--- src/rcs_pkg.sv ---
/*
  Package for the reset and clock select block: register map, field
  positions, reset values, timing counts and the bus request carrier.
  Assumes a 32-bit APB master on the same clock as the block.
*/
package rcs_pkg;

  // ******************************************************************
  // Register map
  // ******************************************************************
  localparam logic [11:0] RCS_CTRL_OFFSET = 12'h000;
  localparam logic [11:0] RCS_SEL_OFFSET = 12'h004;
  localparam logic [11:0] RCS_STAT_OFFSET = 12'h008;

  // ******************************************************************
  // Field positions
  // ******************************************************************
  localparam int RCS_CLOCK_SWITCH_POS = 4;
  localparam int RCS_CPU_RESET_REQ_POS = 5;
  localparam int RCS_SEL_LSB = 0;
  localparam int RCS_SEL_MSB = 1;
  localparam int RCS_STAT_CPU_RESET_POS = 0;
  localparam int RCS_STAT_SYS_RESET_POS = 1;
  localparam int RCS_STAT_ON_SLOW_POS = 2;
  localparam int RCS_STAT_BUSY_POS = 3;
  localparam int RCS_STAT_SOFT_PEND_POS = 4;

  // ******************************************************************
  // Bus state clock selections and reset values
  // ******************************************************************
  localparam logic [1:0] RCS_BSEL_FAST = 2'h0;
  localparam logic [1:0] RCS_BSEL_FAST_HALF = 2'h1;
  localparam logic [1:0] RCS_BSEL_CRYSTAL = 2'h2;
  localparam logic [1:0] RCS_SEL_RESET = RCS_BSEL_FAST_HALF;
  localparam logic RCS_SWITCH_RESET = 1'b0;

  // ******************************************************************
  // Timing counts, in processor clock cycles, and the reset counter width
  // ******************************************************************
  localparam int RCS_CPU_RESET_CYCLES = 16;
  localparam int RCS_RESET_CNT_W = 6;

  // ******************************************************************
  // APB request carrier
  // ******************************************************************
  typedef struct packed {
    logic psel;
    logic penable;
    logic pwrite;
    logic [11:0] paddr;
    logic [31:0] pwdata;
  } rcs_apb_req_type;

endpackage

--- src/rcs_reset_clock_select.sv ---
/*
  Reset generation and processor / bus clock selection. All pins and
  both input clocks are oversampled on clk_in and resynchronised; the
  generated clocks are therefore registered levels, so both input clocks
  must run well below half the rate of clk_in.
  Assumes an APB master on clk_in and synchronous active-high rst_in.
*/
`timescale 1ns/100ps
`default_nettype none

// Function
// - Power bad asserts CPU and system reset
// - Warm reset asserts CPU reset only
// - Shutdown asserts CPU reset on processor edge
// - Soft request resets CPU after command idle
// - CPU reset lasts at least sixteen clocks
// - System reset synchronous, held while power bad
// - Two input clocks, software picks processor source
// - Phase clock is half processor clock
// - Bus system clock is half bus clock
// - Synchronous mode derives clocks from fast input
// - Asynchronous mode bus clock from crystal input
// - Select field then switch bit; fast default
// - No short or long processor clock phase
// - Fast to slow: two falling edges remove fast
// - Bus clock rise latches, fall enables it
// - Resample processor clock low before enabling
// - Slow to fast: rising latch, next removes
// - Fast edge latches low, next enables fast
// - Missed low sample retried on next edge
module rcs_reset_clock_select #(
  parameter int CPU_RESET_CYCLES = rcs_pkg::RCS_CPU_RESET_CYCLES
) (
  input wire logic clk_in,
  input wire logic rst_in,
  input wire rcs_pkg::rcs_apb_req_type apb_req_in,
  output logic [31:0] prdata_out,
  output logic pready_out,
  output logic pslverr_out,
  input wire logic power_good_in,
  input wire logic warm_reset_in,
  input wire logic shutdown_in,
  input wire logic io_command_active_in,
  input wire logic fast_clock_in,
  input wire logic bus_crystal_clock_in,
  output logic cpu_reset_out,
  output logic system_reset_out,
  output logic processor_clock_out,
  output logic phase_clock_out,
  output logic bus_state_clock_out,
  output logic bus_system_clock_out
);
  import rcs_pkg::*;

  typedef enum logic [2:0] {
    ST_FAST, ST_F_CMD, ST_F_GAP, ST_S_ARM,
    ST_SLOW, ST_S_CMD, ST_S_GAP, ST_F_ARM
  } rcs_state_type;

  localparam int NPIN = 6;
  localparam logic [RCS_RESET_CNT_W-1:0] RST_LOAD = RCS_RESET_CNT_W'(CPU_RESET_CYCLES);
  localparam logic [RCS_RESET_CNT_W-1:0] CNT_ZERO = '0;
  localparam logic [RCS_RESET_CNT_W-1:0] CNT_ONE = RCS_RESET_CNT_W'(1);

  // ******************************************************************
  // Pin synchronisers
  // ******************************************************************
  logic [NPIN-1:0] pin_raw;
  logic [NPIN-1:0] s1_reg;
  logic [NPIN-1:0] s2_reg;
  logic [NPIN-1:0] s3_reg;

  assign pin_raw = {bus_crystal_clock_in, fast_clock_in, io_command_active_in,
                    shutdown_in, warm_reset_in, power_good_in};

  // Three stages per pin; only the last two feed edge logic
  genvar gi;
  generate
    for (gi = 0; gi < NPIN; gi = gi + 1) begin : g_sync
      always_ff @(posedge clk_in) begin
        if (rst_in) begin
          s1_reg[gi] <= 1'b0;
          s2_reg[gi] <= 1'b0;
          s3_reg[gi] <= 1'b0;
        end else begin
          s1_reg[gi] <= pin_raw[gi];
          s2_reg[gi] <= s1_reg[gi];
          s3_reg[gi] <= s2_reg[gi];
        end
      end
    end
  endgenerate

  logic pwr_bad;
  logic warm_rise;
  logic shut_rise;
  logic io_active;
  logic fast_lvl;
  logic fast_rise;
  logic fast_fall;
  logic xtal_lvl;

  // Two-stage synchronised levels and edges
  assign pwr_bad = ~s2_reg[0];
  assign warm_rise = s2_reg[1] & ~s3_reg[1];
  assign shut_rise = s2_reg[2] & ~s3_reg[2];
  assign io_active = s2_reg[3];
  assign fast_lvl = s2_reg[4];
  assign fast_rise = s2_reg[4] & ~s3_reg[4];
  assign fast_fall = ~s2_reg[4] & s3_reg[4];
  assign xtal_lvl = s2_reg[5];

  // ******************************************************************
  // Register file
  // ******************************************************************
  logic switch_reg;
  logic [1:0] bsel_reg;
  logic soft_req_reg;
  logic [31:0] prdata_reg;
  logic wr_en;
  logic setup_ph;
  logic mapped;
  logic [31:0] rd_word;
  logic soft_pend_reg;
  logic shut_pend_reg;
  logic [RCS_RESET_CNT_W-1:0] rst_cnt_reg;
  logic cpu_reset_reg;
  logic sys_reset_reg;
  rcs_state_type st_reg;
  rcs_state_type st_next;

  assign setup_ph = apb_req_in.psel & ~apb_req_in.penable;
  assign wr_en = apb_req_in.psel & apb_req_in.penable & apb_req_in.pwrite & mapped;
  assign mapped = (apb_req_in.paddr == RCS_CTRL_OFFSET) |
                  (apb_req_in.paddr == RCS_SEL_OFFSET) |
                  (apb_req_in.paddr == RCS_STAT_OFFSET);
  assign pready_out = 1'b1;
  assign pslverr_out = apb_req_in.psel & apb_req_in.penable & ~mapped;
  assign prdata_out = prdata_reg;

  // Read mux; unused bits read as zero
  always_comb begin
    rd_word = 32'h00000000;
    if (apb_req_in.paddr == RCS_CTRL_OFFSET) begin
      rd_word[RCS_CLOCK_SWITCH_POS] = switch_reg;
      rd_word[RCS_CPU_RESET_REQ_POS] = soft_req_reg;
    end else if (apb_req_in.paddr == RCS_SEL_OFFSET) begin
      rd_word[RCS_SEL_MSB:RCS_SEL_LSB] = bsel_reg;
    end else if (apb_req_in.paddr == RCS_STAT_OFFSET) begin
      rd_word[RCS_STAT_CPU_RESET_POS] = cpu_reset_reg;
      rd_word[RCS_STAT_SYS_RESET_POS] = sys_reset_reg;
      rd_word[RCS_STAT_ON_SLOW_POS] = (st_reg == ST_SLOW);
      rd_word[RCS_STAT_BUSY_POS] = (st_reg != ST_SLOW) && (st_reg != ST_FAST);
      rd_word[RCS_STAT_SOFT_PEND_POS] = soft_pend_reg;
    end
  end

  // Read data captured in the setup phase, stable through access
  always_ff @(posedge clk_in) begin
    if (rst_in) begin
      prdata_reg <= 32'h00000000;
    end else if (setup_ph) begin
      prdata_reg <= rd_word;
    end
  end

  // Writable fields; switch bit should follow the select field
  always_ff @(posedge clk_in) begin
    if (rst_in) begin
      switch_reg <= RCS_SWITCH_RESET;
      bsel_reg <= RCS_SEL_RESET;
      soft_req_reg <= 1'b0;
    end else if (wr_en && apb_req_in.paddr == RCS_CTRL_OFFSET) begin
      switch_reg <= apb_req_in.pwdata[RCS_CLOCK_SWITCH_POS];
      soft_req_reg <= apb_req_in.pwdata[RCS_CPU_RESET_REQ_POS];
    end else if (wr_en && apb_req_in.paddr == RCS_SEL_OFFSET) begin
      bsel_reg <= apb_req_in.pwdata[RCS_SEL_MSB:RCS_SEL_LSB];
    end
  end

  // ******************************************************************
  // Bus state clock and processor clock generation
  // ******************************************************************
  logic half_fast_reg;
  logic bclk_src;
  logic bclk_reg;
  logic bclk_prev_reg;
  logic bclk_rise;
  logic bclk_fall;
  logic proc_next;
  logic proc_reg;
  logic proc_prev_reg;
  logic proc_rise;
  logic proc_fall;
  logic phase_reg;
  logic bus_sys_clk_reg;

  // Half-rate copy of the fast input
  always_ff @(posedge clk_in) begin
    if (rst_in) begin
      half_fast_reg <= 1'b0;
    end else if (fast_rise) begin
      half_fast_reg <= ~half_fast_reg;
    end
  end

  // Bus state clock source; reserved code falls back to half fast
  always_comb begin
    case (bsel_reg)
      RCS_BSEL_FAST: bclk_src = fast_lvl;
      RCS_BSEL_FAST_HALF: bclk_src = half_fast_reg;
      RCS_BSEL_CRYSTAL: bclk_src = xtal_lvl;
      default: bclk_src = half_fast_reg;
    endcase
  end

  assign bclk_rise = bclk_reg & ~bclk_prev_reg;
  assign bclk_fall = ~bclk_reg & bclk_prev_reg;
  assign proc_rise = proc_reg & ~proc_prev_reg;
  assign proc_fall = ~proc_reg & proc_prev_reg;

  // Switch sequencer; every handover passes a held-low gap
  always_comb begin
    st_next = st_reg;
    case (st_reg)
      ST_FAST: if (switch_reg && proc_fall && !io_active) st_next = ST_F_CMD;
      ST_F_CMD: if (proc_fall) st_next = ST_F_GAP;
      ST_F_GAP: if (bclk_rise && !proc_reg) st_next = ST_S_ARM;
      ST_S_ARM: if (bclk_fall) st_next = ST_SLOW;
      ST_SLOW: if (!switch_reg && proc_rise && !io_active) st_next = ST_S_CMD;
      ST_S_CMD: if (proc_fall) st_next = ST_S_GAP;
      ST_S_GAP: if (fast_rise && !proc_reg) st_next = ST_F_ARM;
      ST_F_ARM: if (fast_fall) st_next = ST_FAST;
      default: st_next = ST_FAST;
    endcase
  end

  // Output level follows the next state so a cut lands while low
  always_comb begin
    case (st_next)
      ST_FAST, ST_F_CMD: proc_next = fast_lvl;
      ST_SLOW, ST_S_CMD: proc_next = bclk_src;
      default: proc_next = 1'b0;
    endcase
  end

  always_ff @(posedge clk_in) begin
    if (rst_in) begin
      st_reg <= ST_FAST;
      proc_reg <= 1'b0;
      proc_prev_reg <= 1'b0;
      bclk_reg <= 1'b0;
      bclk_prev_reg <= 1'b0;
    end else begin
      st_reg <= st_next;
      proc_reg <= proc_next;
      proc_prev_reg <= proc_reg;
      bclk_reg <= bclk_src;
      bclk_prev_reg <= bclk_reg;
    end
  end

  // Phase clock kept aligned by clearing it during CPU reset
  always_ff @(posedge clk_in) begin
    if (rst_in || cpu_reset_reg) begin
      phase_reg <= 1'b0;
    end else if (proc_rise) begin
      phase_reg <= ~phase_reg;
    end
  end

  always_ff @(posedge clk_in) begin
    if (rst_in) begin
      bus_sys_clk_reg <= 1'b0;
    end else if (bclk_rise) begin
      bus_sys_clk_reg <= ~bus_sys_clk_reg;
    end
  end

  assign processor_clock_out = proc_reg;
  assign phase_clock_out = phase_reg;
  assign bus_state_clock_out = bclk_reg;
  assign bus_system_clock_out = bus_sys_clk_reg;

  // ******************************************************************
  // Reset generation
  // ******************************************************************
  logic soft_rise;
  logic cpu_trig;

  assign soft_rise = wr_en && (apb_req_in.paddr == RCS_CTRL_OFFSET) &&
                     apb_req_in.pwdata[RCS_CPU_RESET_REQ_POS] && !soft_req_reg;

  // Pending requests; a new request wins over its own release
  always_ff @(posedge clk_in) begin
    if (rst_in) begin
      soft_pend_reg <= 1'b0;
      shut_pend_reg <= 1'b0;
    end else begin
      soft_pend_reg <= soft_rise | (soft_pend_reg & io_active);
      shut_pend_reg <= shut_rise | (shut_pend_reg & ~proc_rise);
    end
  end

  assign cpu_trig = warm_rise | (shut_pend_reg & proc_rise)
                    | (soft_pend_reg & ~io_active);

  // Width counted in processor clock rises; retrigger restarts it
  always_ff @(posedge clk_in) begin
    if (rst_in || pwr_bad || cpu_trig) begin
      rst_cnt_reg <= RST_LOAD;
      cpu_reset_reg <= 1'b1;
    end else if (proc_rise && rst_cnt_reg != CNT_ZERO) begin
      rst_cnt_reg <= rst_cnt_reg - CNT_ONE;
      cpu_reset_reg <= (rst_cnt_reg != CNT_ONE);
    end
  end

  // System reset asserts at once, releases on a processor clock rise
  always_ff @(posedge clk_in) begin
    if (rst_in || pwr_bad) begin
      sys_reset_reg <= 1'b1;
    end else if (proc_rise) begin
      sys_reset_reg <= 1'b0;
    end
  end

  assign cpu_reset_out = cpu_reset_reg;
  assign system_reset_out = sys_reset_reg;

  // ******************************************************************
  // Checks
  // ******************************************************************
  logic [RCS_RESET_CNT_W-1:0] width_reg;
  localparam logic [RCS_RESET_CNT_W-1:0] W_MAX = '1;

  always_ff @(posedge clk_in) begin
    if (rst_in || !cpu_reset_reg) begin
      width_reg <= CNT_ZERO;
    end else if (proc_rise && width_reg != W_MAX) begin
      width_reg <= width_reg + CNT_ONE;
    end
  end
endmodule
`default_nettype wire

--- config.mk ---
export PLATFORM = sky130hd
export DESIGN_NAME = rcs_reset_clock_select
export DESIGN_NICKNAME = d
export VERILOG_FILES = /design/src/rcs_pkg.sv /design/src/rcs_reset_clock_select.sv
export SDC_FILE = /design/constraint.sdc
export NUM_CORES = 1
export LEC_CHECK = 0
export ABC_AREA = 1
export BUFFER_PORTS_ARGS = -buffer_cell sky130_fd_sc_hd__buf_2
export CORE_MARGIN = 10
export CORE_UTILIZATION = 47
export DETAILED_ROUTE_END_ITERATION = 8
export GPL_TIMING_DRIVEN = 0
export PLACE_DENSITY = 0.8
export SLEW_MARGIN = 20
export SYNTH_ARGS = -nofsm -noshare
export SYNTH_HDL_FRONTEND = slang
export SYNTH_SLANG_ARGS = --single-unit
export TNS_END_PERCENT = 10
--- constraint.sdc ---
create_clock -name clk_in -period 1.8 [get_ports clk_in]
set_clock_uncertainty 0.15 [all_clocks]
set_input_delay 0.09 -clock clk_in [delete_from_list [all_inputs] [get_ports clk_in]]
set_output_delay 0.09 -clock clk_in [all_outputs]
set_load 0.02 [all_outputs]
==> metrics.md, run 1 <==
| Metric | Value |
|---|---|
| Setup Crit Path Kind | reg2reg |
| RSZ-0062 raised after global routing | false |
| Vias in the first global route | 1,879 |
| Critical Path Fanout Max | 7 |
| Core ar. | 4410 µm² |
| Vias | 1,907 |
| Clock root buffer master | clkbuf_8 |
| Post-Syn Instances | 311 |
| DRT iter0 DRCs | 99 |
| Clock-pin slew on the worst setup and hold paths | 80 ps |
| Synth async-reset ratio | 0 |
| Number of fill cells | 404 |
| Clk sinks | 45 |
| Worst min-delay path class | in2reg |
| Max Cap Viol | 0 |
| Synthesis-stage register bit count | 45 |
| Leakage | 0.00143 µW |
| PnR Total Power | 1950 µW |
| IO Port Bufs | 39 |
| Clk Latency, worst-skew pair | 300 ps |
| Fmax achieved | 0.681 GHz |
| Pwr per Cell Area | 706 nW/µm² |
| Total Nets Final | 452 |
| Ports | 95 |
| Initial Utilization | 0.495 |
| Pin count of the biggest net entering global routing | 14 |
| EDFF count, synth | 0 |
| Crit path launch type | flop |
| CTS Buffer Depth | 2 |
| Max IR drop VDD | 0.000590 V |
| Top cell type's share of synthesized area | 0.413 |
| GPL Wtd Cong | 0.841 |
| Num CTS Buffers | 5 |
| Crit path DAT | 1570 ps |
| Top cells by count, synth | nand2_1 (59), nor2_1 (58), inv_1 (48) |
| Tmin final | 1470 ps |
| Die W | 88.2 µm |
| Hold Vio Cnt, Final | 0 |
| Final Setup Violations | 0 |
| Initial antenna violation count | 0 |
| Share of cells above drive strength 1 | 0.235 |
| DRT Pass-1 Iters | 4 |
| Synth Flop Type | dfxtp_1 |
| Register Area | 901 µm² |
| CTS tree | done |
| Area growth, synth to finish | 26.4% |
| Max Slew Vio Count | 0 |
| Tcrit/Tclk final | 0.816 |
| Post-DR wirelength/cell | 10.7 µm |
| H-tree depth | 2 |
| Area of the multi-input gates | 960 µm² |
| Synth top area cells | dfxtp_1 (41%), nand2_1 (10%), nor2_1 (10%) |
| CP Data Required Time | 1900 ps |
| Rows | 24 |
| Sequential area share after synthesis | 0.413 |
| Die ar. | 7770 µm² |
| Worst R2R Setup Slack | 330 ps |
| Final wirelength | 4.77 mm |
| Mapped Area | 2180 µm² |
| DRC viols | 0 |
| Yosys Warn Count | 0 |
| # diodes | 0 |
| Gr usage total | 0.127 |
| Synthesized area per cell | 7.02 µm² |
| Most frequent cell after synthesis | nand2_1 |
| First-pass GRT wire length | 8.07 mm |
| Synth unique cells | 26 |
| Area leader, netlist | dfxtp_1 |
| Post-DP HPWL | 3.72 mm |
| Height of the die | 88.2 µm |
| Setup TNS | 0 ps |
| Global route overflow | 0 |
| Worst Setup End Kind | flop |
| Post-route ant nets | 0 |
| Status | finished clean |
| Drt via density | 4.27 |
placed cells by master (no fill, tap or decap):
cell type	count
nand2_1	59
nor2_1	58
inv_1	48
dfxtp_1	45
buf_2	42
buf_4	27
conb_1	27
nand3_1	15
a21oi_1	14
dlygate4sd3_1	12
clkbuf_8	7
o21ai_0	6
nor2_2	4
nand4_1	4
o21ai_1	4
nor2_4	3
ha_1	3
inv_2	2
xnor2_1	2
nand2_2	2
nor3_1	2
a21oi_2	2
buf_6	1
o211ai_1	1
nor4_1	1
xor2_1	1
nand4_2	1
nor3_2	1
clkinv_2	1
worst paths after layout:
check / cells after the start / startpoint / to
worst max-delay path: 9 / rst_cnt_reg[0]$_SDFFE_PP0P_ / rst_cnt_reg[4]$_SDFFE_PP1P_
worst max register to register: 9 / rst_cnt_reg[0]$_SDFFE_PP0P_ / rst_cnt_reg[4]$_SDFFE_PP1P_
worst min-delay path: 5 / apb_req_in[44] / soft_req_reg$_SDFFE_PP0P_
worst min register to register: 2 / s1_reg[1]$_SDFF_PP0_ / s2_reg[1]$_SDFF_PP0_
where the power goes:
group / internal, µW / switching [µW]
registers: 1020 / 9.34
clock network: 347 / 328
logic: 106 / 141
total: 1470 / 478
per-stage QoR:
| stage | setup WS, ps | util | hold WS (ps) | instance area, µm² | std cells |
|---|---|---|---|---|---|
| 2_1_floorplan | 455 | - | 23.4 | 2280 | 336 |
| 3_3_place_gp | 368 | 0.575 | 141 | 2540 | 427 |
| 3_5_place_dp | 345 | 0.575 | 146 | 2540 | 427 |
| 4_1_cts | 329 | 0.625 | 32.4 | 2760 | 447 |
| 5_1_grt | 189 | 0.625 | 58.6 | 2760 | 447 |
| 6_report | 331 | 0.625 | 48.3 | 2760 | 447 |
repair_timing:
| action | CTS | global route |
|---|---|---|
| resized for setup | 0 | 0 |
| hold buffers | 12 | 0 |
| endpoints found under the hold margin | 14 | 0 |
| buffers inserted | 0 | 0 |
layout make-up:
cell class,count,area share
Clock inverter,1,0.00181
Buffer,31,0.0830
Inverter,50,0.0680
Sequential cell,45,0.327
Tap cell,52,0.0236
Timing Repair Buffer,51,0.114
Multi-Input combinational cell,210,0.348
Clock buffer,7,0.0349
per-layer routing:
layer  up-vias  wire length [µm]  GRT usage
met5         -                 0          0
met1       787              2010      0.137
li1       1056                 -          -
met3         6               525     0.0557
met2        58              2170      0.214
met4         0                70     0.0471
critical path: stages (launching register included):
cell and delay [ps]:
dfxtp_1 360, inv_1 100, ha_1 210, nand3_1 90
nand2_2 100, nor2_1 130, nand2_1 90, nor2_1 100
nor2_1 40, nand2_1 50
cells by family (layout without fill, tap and decap cells):
family	after synthesis	count (layout)	synth area share
xor gates and xnor gates	3	3	0.0120
other	2	27	0.00344
adders and majority gates	3	3	0.0172
AOI/OAI and AO/OA	27	27	0.0665
buffers and inverters	81	140	0.191
and+or+nand+nor	150	150	0.297
DFF	45	45	0.413
Note: power is estimated with default switching activity, not from simulation.
==> run 2, diff against run 1 <==
--- a/config.mk
+++ b/config.mk
@@ -5,10 +5,10 @@
 export SDC_FILE = /design/constraint.sdc
 export NUM_CORES = 1
 export LEC_CHECK = 0
-export ABC_AREA = 1
+export ABC_AREA = 0
 export BUFFER_PORTS_ARGS = -buffer_cell sky130_fd_sc_hd__buf_2
 export CORE_MARGIN = 10
-export CORE_UTILIZATION = 47
+export CORE_UTILIZATION = 46
 export DETAILED_ROUTE_END_ITERATION = 8
 export GPL_TIMING_DRIVEN = 0
 export PLACE_DENSITY = 0.8
==> constraint.sdc (replaced) <==
create_clock -name clk_in -period 1.42 [get_ports clk_in]
set_clock_uncertainty 0.15 [all_clocks]
set_input_delay 0.071 -clock clk_in [delete_from_list [all_inputs] [get_ports clk_in]]
set_output_delay 0.071 -clock clk_in [all_outputs]
set_load 0.02 [all_outputs]
==> run 2 against run 1 <==
Compared with the run above: the run now ends with negative setup slack left; utilization rose by 2.7 points; worst setup slack got worse by 430 ps; combinational power rose by 27%; count of clock-buffer cells in the layout is the same; via count is 11% lower; largest cell class unchanged.
==> metrics.md, run 2 <==
| Metric | Value |
|---|---|
| Register Area | 920 µm² (+2.1%) |
| EDFF count, synth | 0 (unchanged) |
| Post-Syn Instances | 224 (-28%) |
| Initial Utilization | 0.475 (-0.0199) |
| Reg-to-Reg Start | proc_prev_reg$_SDFF_PP0_ |
| RR Endpoint | st_reg[0]$_SDFF_PP0_ |
| Top cell type's share of synthesized area | 0.436 (+0.0232) |
| Vias in the first global route | 1,647 (-12%) |
| Hold Vio Cnt, Final | 0 (unchanged) |
| Failing checks | negative setup slack |
| Sequential area share after synthesis | 0.436 (+0.0232) |
| # diodes | 0 (unchanged) |
| Initial antenna violation count | 0 (unchanged) |
| Clk Latency, worst-skew pair | 300 ps (about the same) |
| Max Slew Vio Count | 0 (unchanged) |
| Die ar. | 7580 µm² (-2.5%) |
| Synthesis-stage register bit count | 45 (unchanged) |
| Worst min-delay path class | in2reg |
| Switch share | 0.239 (-0.00620) |
| Status | complete, but fails checks |
| Number of fill cells | 359 (-11%) |
| CTS tree | done |
| Pin count of the biggest net entering global routing | 14 (unchanged) |
| Most common cell after layout, fill and taps aside | buf_2 |
| DRC viols | 0 (unchanged) |
| Max IR drop VDD | 0.000845 V (+43%) |
| RSZ-0062 raised after global routing | true |
| Critical Path Fanout Max | 4 (-3) |
| Gr usage total | 0.121 (-0.00625) |
| Yosys Warn Count | 0 (unchanged) |
| Clock-pin slew on the worst setup and hold paths | 80 ps (about the same) |
| Clock share of power | 0.346 (about the same) |
| Global route overflow | 0 (unchanged) |
| Tcrit/Tclk final | 1.07 (+0.253) |
| Post-DP Area | 2430 µm² (-4.1%) |
| Rows | 24 (unchanged) |
| Final Setup Violations | 6 (+6) |
| Synth Flop Type | dfxtp_1 |
| Crit path DAT | 1590 ps (+20 ps) |
| FF-to-FF path depth | 4 (-5) |
| Post-route ant nets | 0 (unchanged) |
| Share of cells above drive strength 1 | 0.362 (+0.126) |
| Fmax achieved | 0.659 GHz (-3.3%) |
| Post-DR wirelength/cell | 12.5 µm (+17%) |
| Sw power | 589 µW (+23%) |
| IO Port Bufs | 39 (unchanged) |
| Pwr per Cell Area | 867 nW/µm² (+23%) |
| Synth top area cells | dfxtp_1 (44%), buf_4 (9.8%), nor2b_1 (7.9%) |
| Clk sinks | 45 (unchanged) |
| Hold Slack | 30.8 ps (-17.5 ps) |
| Setup TNS | -275 ps (-275 ps) |
| Num CTS Buffers | 5 (unchanged) |
| Top cells by count, synth | dfxtp_1 (45), buf_4 (27), nor2b_1 (26) |
| Pint | 1870 µW (+27%) |
| DRT Pass-1 Iters | 4 (unchanged) |
| Worst Setup End Kind | flop |
| Commonest non-fill, non-tap cells in the layout | buf_2 (39), dfxtp_1 (36), buf_4 (34), conb_1 (27), nor2b_1 (24) |
| Mapped Area | 2070 µm² (-5.3%) |
| Area leader, netlist | dfxtp_1 |
| Synthesized area per cell | 9.23 µm² (+31%) |
| Most frequent cell after synthesis | dfxtp_1 |
| Max Cap Viol | 0 (unchanged) |
| Leakage | 0.00124 µW (-13%) |
| Worst R2R Setup Slack | -100 ps (-430 ps) |
| Hold EP | prdata_out[5]$_SDFFE_PP0P_ |
| CTS Buffer Depth | 2 (unchanged) |
| Final wirelength | 4.58 mm (-4.0%) |
| Ports | 95 (unchanged) |
| PnR Total Power | 2460 µW (+26%) |
| Drt via density | 4.63 (+8.6%) |
| Vias | 1,700 (-11%) |
| Core ar. | 4350 µm² (-1.4%) |
| Placed insts | 340 (-20%) |
| CP Data Required Time | 1490 ps (-410 ps) |
| Synth async-reset ratio | 0 (unchanged) |
| Fin area | 2840 µm² (+2.9%) |
| Setup Crit Path Kind | reg2reg |
| Synth unique cells | 43 (+65%) |
| H-tree depth | 2 (unchanged) |
| Die W | 87.0 µm (-1.3%) |
| Hold_sp | apb_req_in[34] |
| Hold Path Depth | 4 (-1) |
| Post-route insts no fill | 367 (-18%) |
| Crit path launch type | flop |
| First-pass GRT wire length | 7.48 mm (-7.3%) |
| Post-DP HPWL | 3.34 mm (-10%) |
| Comb pwr share | 0.127 (about the same) |
| Total Nets Final | 372 (-18%) |
| Area growth, synth to finish | 37.3% |
| Worst Setup Slack, final | -98.4 ps (-430 ps) |
| Height of the die | 87.0 µm (-1.3%) |
| Tmin final | 1520 ps (+49.8 ps) |
| GPL Wtd Cong | 0.815 (-3.1%) |
| Clock root buffer master | clkbuf_8 |
| Register share of total power | 0.526 (about the same) |
| Area of the multi-input gates | 1130 µm² (+18%) |
| DRT iter0 DRCs | 72 (-27%) |
==> run 2: cell types whose count changed in the layout (fill, tap and decap cells not counted), moves of 5 or more <==
| cell | change |
|---|---|
| a21oi_1 | -6 |
| buf_4 | +7 |
| dfxtp_1 | -9 |
| dfxtp_2 | +6 |
| inv_1 | -42 |
| mux2i_1 | +9 |
| nand2_1 | -48 |
| nand2b_1 | +6 |
| nand3_1 | -13 |
| nor2_1 | -38 |
| nor2b_1 | +24 |
| xnor2_1 | +5 |
==> run 2: worst max-delay path by stage <==
| stage | from | to | cells past startpoint |
|---|---|---|---|
| 5_1_grt | proc_prev_reg$_SDFF_PP0_ | st_reg[0]$_SDFF_PP0_ | 4 |
| 6_report | proc_prev_reg$_SDFF_PP0_ | st_reg[0]$_SDFF_PP0_ | 4 |
| 2_1_floorplan | rst_cnt_reg[0]$_SDFFE_PP0P_ | rst_cnt_reg[4]$_SDFFE_PP1P_ | 5 |
| 4_1_cts | apb_req_in[37] | pslverr_out | 5 |
| 3_3_place_gp | apb_req_in[37] | bsel_reg[0]$_SDFFE_PP1P_ | 5 |
| 3_5_place_dp | apb_req_in[37] | bsel_reg[0]$_SDFFE_PP1P_ | 5 |
==> run 2: cells by family after synthesis <==
group                    synth area share
buffers and inverters               0.122
multiplexers                       0.0436
adder cells (fa/ha/maj)            0.0182
XOR/XNOR                           0.0297
AO/OA/AOI/OAI                      0.0884
AND/OR/NAND/NOR                     0.259
other                             0.00363
flip-flops                          0.436
==> run 2: through the flow <==
stage | util | setup slack [ps]
finish | 0.652 | -98.4
detailed placement | 0.559 | -377
floorplan | - | -117
global placement | 0.559 | -334
global route | 0.652 | -153
CTS | 0.636 | -87.8
==> run 2: layer usage <==
layer,routed length (µm),share of wire,GRT usage,vias to the layer above
met5,0,0,0,-
met4,53,0.012,0.0309,0
met3,475,0.10,0.0627,6
met2,2160,0.47,0.200,54
met1,1890,0.41,0.132,760
li1,-,-,-,880
==> run 2: worst max-delay path, cell delays in order (launching register included) <==
cell and delay (ps):
dfxtp_4 380, nor4bb_4 280, a31oi_1 70, or3_1 320
a221oi_2 230
==> run 2: layout make-up <==
| type | count | share of cell area |
|---|---|---|
| clock inverter | 1 | 0.00176 |
| sequential | 45 | 0.324 |
| multi-input combinational | 164 | 0.398 |
| buffer | 32 | 0.0785 |
| clock buffer | 7 | 0.0340 |
| timing repair buffer | 58 | 0.131 |
| tap | 52 | 0.0229 |
| inverter | 8 | 0.0106 |
==> run 2: power groups by stage <==
stage	registers [µW]	logic, µW	clock network [µW]
3_5_place_dp	1330	270	0
6_report	1300	314	852
3_3_place_gp	1330	267	0
4_1_cts	1300	301	865
2_1_floorplan	1330	203	0
5_1_grt	1300	343	927
==> run 2: repair_timing <==
action	4_1_cts	5_1_grt
resized for setup	22	15
hold buffers	12	0
pin swaps	4	4
hold endpoints to repair	13	0
buffers inserted	4	3
endpoints found under the setup margin	12	20
